File: src/lane_mapper_params.svh
// timing counts, per-mode dividers and sizes for the lane mapper
`ifndef LANE_MAPPER_PARAMS_SVH
`define LANE_MAPPER_PARAMS_SVH
`define LM_SAMPLE_W 8
`define LM_LANES 8
`define LM_FIFO_DEPTH 16
`define LM_CODE_MAX 8'hFF
`define LM_CODE_MIN 8'h00
`define LM_DIV_SINGLE 4'h1
`define LM_DIV_DUAL 4'h2
`define LM_DIV_QUAD 4'h4
`define LM_GAIN_UNITY 16'h8000
`define LM_GAIN_FRAC 15
`define LM_BIT_LAST 3'h7
`define LM_FRAME_HALF 3'h3
`endif

File: src/lane_mapper_pkg.sv
// types shared by the lane mapper files
package lane_mapper_pkg;
    typedef enum logic [1:0] {
        MODE_SINGLE,
        MODE_DUAL,
        MODE_QUAD
    } op_mode_t;

    typedef struct packed {
        logic [7:0] code;
        logic [2:0] branch;
    } branch_sample_t;

    typedef struct packed {
        logic [7:0] laneOneA;
        logic [7:0] laneOneB;
        logic [7:0] laneTwoA;
        logic [7:0] laneTwoB;
        logic [7:0] laneThreeA;
        logic [7:0] laneThreeB;
        logic [7:0] laneFourA;
        logic [7:0] laneFourB;
    } lane_frame_t;
endpackage

File: src/sample_fifo.sv
// parameterised flip-flop fifo with valid/ready on both sides
`timescale 1ns/1ns
module sample_fifo #(
    parameter int WIDTH = 64,
    parameter int DEPTH = 16
) (
    // clock and reset
    input wire logic clk_sys,
    input wire logic rst_b,
    // fill side
    input wire logic [WIDTH-1:0] inData,
    input wire logic inValid,
    output logic inReady,
    // drain side
    output logic [WIDTH-1:0] outData,
    output logic outValid,
    input wire logic outReady
);
    localparam int AW = $clog2(DEPTH);
    logic [WIDTH-1:0] mem_ff [DEPTH];
    logic [AW-1:0] wrPtr_ff;
    logic [AW-1:0] rdPtr_ff;
    logic [AW:0] count_ff;
    logic doWrite;
    logic doRead;

    assign inReady = (count_ff != (AW+1)'(DEPTH));
    assign outValid = (count_ff != '0);
    assign outData = mem_ff[rdPtr_ff];
    assign doWrite = inValid && inReady;
    assign doRead = outValid && outReady;

    always_ff @(posedge clk_sys) begin
        if (doWrite) begin
            mem_ff[wrPtr_ff] <= inData;
        end
    end

    always_ff @(posedge clk_sys or negedge rst_b) begin
        if (!rst_b) begin
            wrPtr_ff <= '0;
            rdPtr_ff <= '0;
            count_ff <= '0;
        end else begin
            // pointers wrap to zero after DEPTH-1, for any depth
            if (doWrite) begin
                wrPtr_ff <= (wrPtr_ff == AW'(DEPTH-1)) ? '0 : wrPtr_ff + 1'b1;
            end
            if (doRead) begin
                rdPtr_ff <= (rdPtr_ff == AW'(DEPTH-1)) ? '0 : rdPtr_ff + 1'b1;
            end
            if (doWrite && !doRead) begin
                count_ff <= count_ff + 1'b1;
            end else if (doRead && !doWrite) begin
                count_ff <= count_ff - 1'b1;
            end
        end
    end
endmodule // sample_fifo

File: src/interleaved_sample_lane_mapper.sv
// interleaved sample lane mapper: branch samples to eight serial lanes
//
// Overview of operation
// - eight branches, modes group them, per-branch gain
// - frame and bit clocks generated internally
// - only rising edge of input clock used
// - unsigned binary output, codes 0 to 255
// - mode sets divider and interleaving arrangement
// - quad mode: channel n on lanes nA, nB
// - dual mode: branches 1,3,2,4 and 5,7,6,8
// - single mode: branches 1,6,2,5,8,3,7,4
// - corrected codes, every code reachable
`timescale 1ns/1ns
`include "lane_mapper_params.svh"
module interleaved_sample_lane_mapper
    import lane_mapper_pkg::*;
#(
    parameter int LANES = `LM_LANES,
    parameter int FIFO_DEPTH = `LM_FIFO_DEPTH
) (
    // clock and reset
    input wire logic clk_sys,
    input wire logic rst_b,
    // control pins from outside the clock domain
    input wire logic powerDown,
    input wire logic [1:0] modeSelect,
    // per-branch fine gain, unsigned 1.15
    input wire logic [LANES*16-1:0] fineGain,
    // branch conversions, index = branch number minus one
    input wire logic [LANES*8-1:0] branchCode,
    input wire logic branchValid,
    output logic branchReady,
    // serial output side
    output logic frame_clock_out,
    output logic bit_clock_out,
    output logic lane_one_a,
    output logic lane_one_b,
    output logic lane_two_a,
    output logic lane_two_b,
    output logic lane_three_a,
    output logic lane_three_b,
    output logic lane_four_a,
    output logic lane_four_b
);
    logic [1:0] pdSync_ff;
    logic [1:0] modeSync0_ff;
    logic [1:0] modeSync1_ff;
    op_mode_t mode_ff;
    logic [3:0] divCount_ff;
    logic sampleTick;
    logic [2:0] bitCount_ff;
    logic bitPhase_ff;
    logic [63:0] shift_ff;
    logic frameClk_ff;
    logic bitClk_ff;
    logic [7:0] laneOut_ff;
    logic branchReady_ff;
    lane_frame_t mapped;
    lane_frame_t fifoIn;
    lane_frame_t fifoOut;
    logic fifoInReady;
    logic fifoOutValid;
    logic fifoPop;
    logic loadFrame;
    localparam int FW = $clog2(FIFO_DEPTH) + 1;
    logic fifoPush;
    logic [FW-1:0] fill_ff;
    logic [FW-1:0] nxtFill;

    // corrected code: saturate so both ends stay reachable
    function automatic logic [7:0] correct_code(input logic [8:0] raw);
        logic [7:0] code;
        code = raw[7:0];
        if (raw > 9'(`LM_CODE_MAX)) begin
            code = `LM_CODE_MAX;
        end
        return code;
    endfunction

    // gain one branch code, rounded to nearest
    function automatic logic [7:0] apply_gain(input logic [7:0] code, input logic [15:0] gain);
        logic [23:0] prod;
        logic [8:0] rounded;
        prod = code * gain;
        rounded = 9'((prod + 24'(1 << (`LM_GAIN_FRAC - 1))) >> `LM_GAIN_FRAC);
        // unsigned code range 0 to 255
        return correct_code(rounded);
    endfunction

    function automatic logic [7:0] branch_out(input logic [63:0] codes,
                                                input logic [127:0] gains, input int br);
        return apply_gain(codes[(br-1)*8 +: 8], gains[(br-1)*16 +: 16]);
    endfunction

    // frame clock high over the first half of each frame
    function automatic logic frame_high(input logic [2:0] count);
        return (count == `LM_BIT_LAST) || (count < `LM_FRAME_HALF);
    endfunction

    // two-flop synchronisers on the pins
    always_ff @(posedge clk_sys or negedge rst_b) begin
        if (!rst_b) begin
            pdSync_ff <= 2'h3;
            modeSync0_ff <= 2'h0;
            modeSync1_ff <= 2'h0;
        end else begin
            pdSync_ff <= {pdSync_ff[0], powerDown};
            modeSync0_ff <= modeSelect;
            modeSync1_ff <= modeSync0_ff;
        end
    end

    // mode only latched while powered down
    always_ff @(posedge clk_sys or negedge rst_b) begin
        if (!rst_b) begin
            mode_ff <= MODE_SINGLE;
        end else if (pdSync_ff[1]) begin
            case (modeSync1_ff)
                2'h1: mode_ff <= MODE_DUAL;
                2'h2: mode_ff <= MODE_QUAD;
                // code 3 falls back to single channel
                default: mode_ff <= MODE_SINGLE;
            endcase
        end
    end

    function automatic logic [3:0] div_of(input op_mode_t m);
        case (m)
            MODE_DUAL: return `LM_DIV_DUAL;
            MODE_QUAD: return `LM_DIV_QUAD;
            default: return `LM_DIV_SINGLE;
        endcase
    endfunction

    always_ff @(posedge clk_sys or negedge rst_b) begin
        if (!rst_b) begin
            divCount_ff <= 4'h0;
        end else if (pdSync_ff[1] || divCount_ff >= div_of(mode_ff) - 4'h1) begin
            divCount_ff <= 4'h0;
        end else begin
            divCount_ff <= divCount_ff + 4'h1;
        end
    end
    // one tick per divider period, none while powered down
    assign sampleTick = !pdSync_ff[1] && (divCount_ff == 4'h0);

    always_comb begin
        case (mode_ff)
            MODE_QUAD: begin
                mapped.laneOneA = branch_out(branchCode, fineGain, 1);
                mapped.laneOneB = branch_out(branchCode, fineGain, 2);
                mapped.laneTwoA = branch_out(branchCode, fineGain, 3);
                mapped.laneTwoB = branch_out(branchCode, fineGain, 4);
                mapped.laneThreeA = branch_out(branchCode, fineGain, 5);
                mapped.laneThreeB = branch_out(branchCode, fineGain, 6);
                mapped.laneFourA = branch_out(branchCode, fineGain, 7);
                mapped.laneFourB = branch_out(branchCode, fineGain, 8);
            end
            MODE_DUAL: begin
                mapped.laneOneA = branch_out(branchCode, fineGain, 1);
                mapped.laneOneB = branch_out(branchCode, fineGain, 3);
                mapped.laneTwoA = branch_out(branchCode, fineGain, 2);
                mapped.laneTwoB = branch_out(branchCode, fineGain, 4);
                mapped.laneThreeA = branch_out(branchCode, fineGain, 5);
                mapped.laneThreeB = branch_out(branchCode, fineGain, 7);
                mapped.laneFourA = branch_out(branchCode, fineGain, 6);
                mapped.laneFourB = branch_out(branchCode, fineGain, 8);
            end
            default: begin
                mapped.laneOneA = branch_out(branchCode, fineGain, 1);
                mapped.laneOneB = branch_out(branchCode, fineGain, 6);
                mapped.laneTwoA = branch_out(branchCode, fineGain, 2);
                mapped.laneTwoB = branch_out(branchCode, fineGain, 5);
                mapped.laneThreeA = branch_out(branchCode, fineGain, 8);
                mapped.laneThreeB = branch_out(branchCode, fineGain, 3);
                mapped.laneFourA = branch_out(branchCode, fineGain, 7);
                mapped.laneFourB = branch_out(branchCode, fineGain, 4);
            end
        endcase
    end
    assign fifoIn = mapped;

    // occupancy after this edge; ready must never promise a slot that is gone
    always_comb begin
        nxtFill = fill_ff;
        if (fifoPush && !fifoPop) begin
            nxtFill = fill_ff + 1'b1;
        end else if (fifoPop && !fifoPush) begin
            nxtFill = fill_ff - 1'b1;
        end
    end

    // mirrors the fifo count
    always_ff @(posedge clk_sys or negedge rst_b) begin
        if (!rst_b) begin
            fill_ff <= '0;
        end else begin
            fill_ff <= nxtFill;
        end
    end

    // back-pressure: registered ready looks one edge ahead of the fifo
    always_ff @(posedge clk_sys or negedge rst_b) begin
        if (!rst_b) begin
            branchReady_ff <= 1'b0;
        end else begin
            branchReady_ff <= (nxtFill != FW'(FIFO_DEPTH)) && !pdSync_ff[1];
        end
    end
    assign branchReady = branchReady_ff;
    assign fifoPush = branchValid && branchReady_ff && sampleTick && fifoInReady;

    sample_fifo #(
        .WIDTH($bits(lane_frame_t)),
        .DEPTH(FIFO_DEPTH)
    ) u_fifo (
        .clk_sys(clk_sys),
        .rst_b(rst_b),
        .inData(fifoIn),
        .inValid(fifoPush),
        .inReady(fifoInReady),
        .outData(fifoOut),
        .outValid(fifoOutValid),
        .outReady(fifoPop)
    );

    // frame ends after 8 bits of two half-phases each
    assign loadFrame = (bitCount_ff == `LM_BIT_LAST) && bitPhase_ff;
    assign fifoPop = loadFrame && fifoOutValid;

    // bit clock: half rate toggle; frame clock high for first half
    always_ff @(posedge clk_sys or negedge rst_b) begin
        if (!rst_b) begin
            bitPhase_ff <= 1'b0;
            bitCount_ff <= `LM_BIT_LAST;
            bitClk_ff <= 1'b0;
            frameClk_ff <= 1'b0;
        end else begin
            bitPhase_ff <= !bitPhase_ff;
            bitClk_ff <= !bitPhase_ff;
            if (bitPhase_ff) begin
                bitCount_ff <= bitCount_ff + 3'h1;
                frameClk_ff <= frame_high(bitCount_ff);
            end
        end
    end

    // serialiser: msb first on every lane; idle frames send zero code
    always_ff @(posedge clk_sys or negedge rst_b) begin
        if (!rst_b) begin
            shift_ff <= 64'h0;
        end else if (loadFrame) begin
            // empty fifo sends zero code rather than stale bits
            if (fifoOutValid) begin
                shift_ff <= fifoOut;
            end else begin
                shift_ff <= 64'h0;
            end
        end else if (bitPhase_ff) begin
            for (int i = 0; i < 8; i++) begin
                shift_ff[i*8 +: 8] <= {shift_ff[i*8 +: 7], 1'b0};
            end
        end
    end

    always_ff @(posedge clk_sys or negedge rst_b) begin
        if (!rst_b) begin
            laneOut_ff <= 8'h00;
        end else begin
            for (int i = 0; i < 8; i++) begin
                // first bit leaves with the load so no bit cell is lost
                if (loadFrame) begin
                    laneOut_ff[i] <= fifoOutValid ? fifoOut[i*8+7] : 1'b0;
                end else if (bitPhase_ff) begin
                    laneOut_ff[i] <= shift_ff[i*8+6];
                end else begin
                    laneOut_ff[i] <= shift_ff[i*8+7];
                end
            end
        end
    end

    assign frame_clock_out = frameClk_ff;
    assign bit_clock_out = bitClk_ff;
    assign lane_one_a = laneOut_ff[7];
    assign lane_one_b = laneOut_ff[6];
    assign lane_two_a = laneOut_ff[5];
    assign lane_two_b = laneOut_ff[4];
    assign lane_three_a = laneOut_ff[3];
    assign lane_three_b = laneOut_ff[2];
    assign lane_four_a = laneOut_ff[1];
    assign lane_four_b = laneOut_ff[0];
endmodule // interleaved_sample_lane_mapper

File: config.mk
export PLATFORM = sky130hd
export DESIGN_NAME = interleaved_sample_lane_mapper
export DESIGN_NICKNAME = d
export VERILOG_FILES = /design/src/lane_mapper_pkg.sv /design/src/sample_fifo.sv /design/src/interleaved_sample_lane_mapper.sv
export VERILOG_INCLUDE_DIRS = /design/src /design/src/src
export SDC_FILE = /design/constraint.sdc
export NUM_CORES = 2
export LEC_CHECK = 0
export BUFFER_PORTS_ARGS = -buffer_cell sky130_fd_sc_hd__buf_2
export CORE_MARGIN = 5
export CORE_UTILIZATION = 39
export DETAILED_ROUTE_END_ITERATION = 6
export GPL_ROUTABILITY_DRIVEN = 1
export PLACE_DENSITY = 0.54
export SLEW_MARGIN = 10
export SYNTH_ARGS = -nofsm -noshare
export SYNTH_HDL_FRONTEND = slang
export SYNTH_HIERARCHICAL = 1
export SYNTH_SLANG_ARGS = --single-unit
export TNS_END_PERCENT = 10
File: constraint.sdc
create_clock -name clk_sys -period 9.58 [get_ports clk_sys]
set_clock_uncertainty 0.2 [all_clocks]
set_input_delay 1.916 -clock clk_sys [delete_from_list [all_inputs] [get_ports clk_sys]]
set_output_delay 1.916 -clock clk_sys [all_outputs]
set_load 0.02 [all_outputs]
==> impl_results.md <==
- CTS H-tree lvls: 3
- CP dominant cell by count: fa_1
- Iter 0 DRT Violations: 3206
- R2r startpoint: u_fifo/count_ff[0]$_DFFE_PN0P_
- Fin crit share: between 80% and 90%
- Minimum clock period after layout: 7.82 ns
- CTS buffer count: 115
- Worst setup SP type: input pin
- CP delay by family, top: adder cells
- Post-synthesis compound-gate area fraction: 6.97%
- Die width: between 400 and 500 um
- Hold crit path type: flop to flop
- # resized after CTS: 0
- Die ar.: around 0.21 sq mm
- Number of global-route vias before repair: 49800
- Pleak: approximately 0.036 uW
- Max-cap violations: 0
- XOR/XNOR share of the synthesized area: 0.751%
- Number of inserted diodes: 0
- First-pass DRT Iterations: 7
- Area growth, synth to finish: 10.1%
- Setup violators final: 0
- # rows: 163
- I/O Pins: 209
- Worst path slowest cell: o22ai_1
- Mapped Avg Cell Area: ~13 sq um
- Sequential element share of the synthesized area: 43.5%
- Synth Area in Simple Gates: 11.1%
- Pin count of the biggest net entering global routing: 110
- FF-to-FF End: u_fifo/mem_ff[14][37]$_DFFE_PP_
- Status: finished, final reports clean
- Unrepaired setup endpoints after global routing: false
- CP Cell Sequence: buf_2 -> and2_1 -> fa_1 -> fa_1 -> fa_1 -> inv_1 -> fa_1 -> inv_1 -> ha_1 -> o2111ai_1 -> nor3_1 -> o2111ai_1 -> a311oi_1 -> o41ai_1 -> xnor2_1 -> nor2_1 -> o22ai_1
- Vias: between 40000 and 50000
- CP Capture Type: flop
- Hold buffer count at cts: 0
- Hold depth: 0
- Fill cells: 18164
- CTS Sinks: 1132
- Largest family of logic cells by synthesized area: adder cells
- Flop2flop setup slack: between 4 and 5 ns
- Reg2Reg Depth: 8
- Final Max Slew Viols: 0
- Layout cells sized above 1: between 10% and 20%
- FFs w/ async S/R, synth: 9.54%
- Hold worst-path end: modeSync1_ff[0]$_DFF_PN0_
- P per Cell Area: 269 mW/mm^2
- CTS tree: done
- Clk pin slew, worst setup/hold paths: 0.06 ns
- Post-synth EDFFs: a little over 1000
- Post-Synth Adder-Cell Area: 24.6%
- Post-synthesis mux area share: under 10%
- Mapped Area: 0.0769 sq mm
- Total power: 22800 uW
- Ys flop type: edfxtp_1
- Cells after Synth: 6095
- Port Buffers: approximately 210
- Post-CTS Setup Bufs: 0
- Slew HR: between 10% and 20%
- Post-synth cell types: 101
- Hold path start: modeSync0_ff[0]$_DFF_PN0_
- Critical path depth: 17
- RePlAce Congestion: 0.809
- Initial antenna violation count: 2
- Root Buffer: clkbuf_16
- Nets: 7576
- WL final: 195000 um
- Vias per inst: 5.27
- Worst Path Buf+Inv: 3
- Yosys warns: 6
- Drt wl/cell: roughly 22 um
- Total core area: 0.197 sq mm
- GRT Residual Overflow: 0
- Starting Density: 39.1%
- Height of the die: 454 um
- Detail Placement HPWL: approximately 130000 um
- Crit path DAT: around 8 ns
- Crit path max fanout: 16
- Synth Net Count: 7402
- Final Hold Fails: 0
- WS Path Type: input pin to flop
- GRT Overall Usage: 19.0%
- Clock latency on the worst-skew pair: 0.69 ns
- Setup_tns: 0 ns
- First-pass GRT wire length: 302000 um
- Actual slew at the worst max-slew pin: 1.24 ns
- Largest stage delay on the critical path: 0.85 ns
- DRC violations left: 0
- Max rail drop VDD: 0.218 mV
- Fmax: 128 MHz
- Remaining antenna violation count: 0
- Flops & latches, synth: 1132
- Clock Tree Buf Depth: 3
- Required @ worst endpoint: 9.72 ns
[cells in the final DEF (no fill, tap or decap), types with 9 or more instances in the layout]
cell type and count:
nor2_1 133, o21a_1 10, clkinv_1 37, clkbuf_1 32, nand3_1 94, a221oi_1 63
and3_1 37, bufinv_16 10, mux4_2 122, ha_1 443, a21oi_1 87, clkbuf_16 116
o31ai_1 12, xnor2_1 36, buf_4 62, or3_1 11, inv_1 890, mux2i_1 261
a221oi_2 68, o22ai_1 27, fa_1 665, nor3_1 24, a21o_1 35, nand2b_1 68
o221ai_1 9, and2_1 787, a211oi_1 17, nand4_1 9, a22o_1 15, edfxtp_1 1024
a22oi_1 67, dfrtp_1 98, nand2_1 351, buf_12 10, xor2_1 30, buf_2 207
a31oi_1 77, o21ai_0 123, nor2_4 12
[metrics by stage]
stage | hold WS (ns) | cell area (sq um) | setup WS (ns) | util, % | cells
after floorplan | 0.131 | 76900 | 1.50 | - | 6095
after global placement | 0.143 | 80900 | 1.28 | 41.1 | 8788
after detailed placement | 0.146 | 80900 | 1.18 | 41.1 | 8788
after CTS | 0.152 | 84600 | 1.90 | 43.0 | 9005
after global routing | 0.164 | 84700 | 1.42 | 43.0 | 9009
final | 0.149 | 84700 | 1.76 | 43.0 | 9009
[worst reg2reg max path, stage by stage, from the launching register on]
cell     delay, ns
dfrtp_1       0.55
or3_1         0.22
nand4_1       0.12
nor4_2        0.62
o31a_1        0.51
nand2_1       0.33
nor2_4        0.53
buf_4         0.83
buf_4         0.54
[cell families (layout without fill, tap and decap cells)]
family | count (synthesis) | in the layout
other | 1 | 1
and+or+nand+nor | 1575 | 1575
muxes | 395 | 395
AOI/OAI and AO/OA | 698 | 698
xor gates and xnor gates | 66 | 66
DFF | 1132 | 1132
buffers and inverters | 1117 | 1391
adders and majority gates | 1111 | 1111
[layer usage]
metal / up-vias / share of wire (%) / wire [um] / global-route usage, %
met5: - / 0 / 0 / 0
met4: 0 / 1.9 / 3780 / 3.57
met3: 242 / 5.7 / 11100 / 2.98
met2: 1198 / 48 / 93100 / 31.5
met1: 24596 / 45 / 86700 / 26.8
li1: 21422 / - / - / -
[cell usage after synthesis (all sizes together) (11+ instances only)]
master  number  share of area, %
or3         13              0.11
fa         665                17
mux2i      261               3.4
a22oi       68              0.67
o22ai       31              0.26
edfxtp    1024                40
inv        891               4.3
xnor2       36              0.41
a221oi     131               2.0
a31oi       78              0.63
nand2b      68              0.55
nor2       145              0.71
dfrtp      103               3.4
clkbuf     138              0.68
a21oi       89              0.59
o21ai      130              0.85
and3        38              0.31
buf         88              0.81
mux4       128               3.8
ha         444               7.2
nand3       94              0.61
and2       788               6.4
a22o        15              0.17
o31ai       14              0.16
a211oi      20              0.22
a21o        35              0.34
o221ai      11              0.13
xor2        30              0.34
nand2      351               1.7
nor3        28              0.18
[how the worst max path moves through the flow]
stage | from | endpoint
after global routing | branchCode[59] | u_fifo/mem_ff[4][29]$_DFFE_PP_
after floorplan | branchValid | u_fifo/mem_ff[0][0]$_DFFE_PP_
after global placement | branchCode[59] | u_fifo/mem_ff[14][27]$_DFFE_PP_
after detailed placement | branchCode[59] | u_fifo/mem_ff[5][29]$_DFFE_PP_
final | branchCode[59] | u_fifo/mem_ff[5][5]$_DFFE_PP_
after CTS | branchCode[59] | u_fifo/mem_ff[0][27]$_DFFE_PP_
[state kept, by name, indices dropped and copies added (netlist names)]
name             flops
pdSync_ff            2
bit_clock_out        1
u_fifo/wrPtr_ff      4
modeSync1_ff         2
divCount_ff          4
mode_ff              2
u_fifo/rdPtr_ff      4
shift_ff            64
bitCount_ff          3
frame_clock_out      1
u_fifo/mem_ff     1024
u_fifo/count_ff      5
modeSync0_ff         2
branchReady          1
laneOut_ff           8
fill_ff              5
[area by class of cell]
cell class	instances	area (sq um)	area share (%)
inverter	891	3350	3.95
clock buffer	154	3110	3.67
multi-input combinational	3846	39100	46.2
tap	2640	3300	3.90
timing repair buffer	283	1740	2.05
clock inverter	63	569	0.672
sequential	1132	33500	39.5
[power breakdown]
group          total (uW)  leakage [uW]  switching (uW)  internal (uW)
clock network        4380       0.00178            1850           2530
logic               10400        0.0235            6920           3470
registers            8020        0.0105             248           7770
Note: power is estimated with default switching activity, not from simulation.
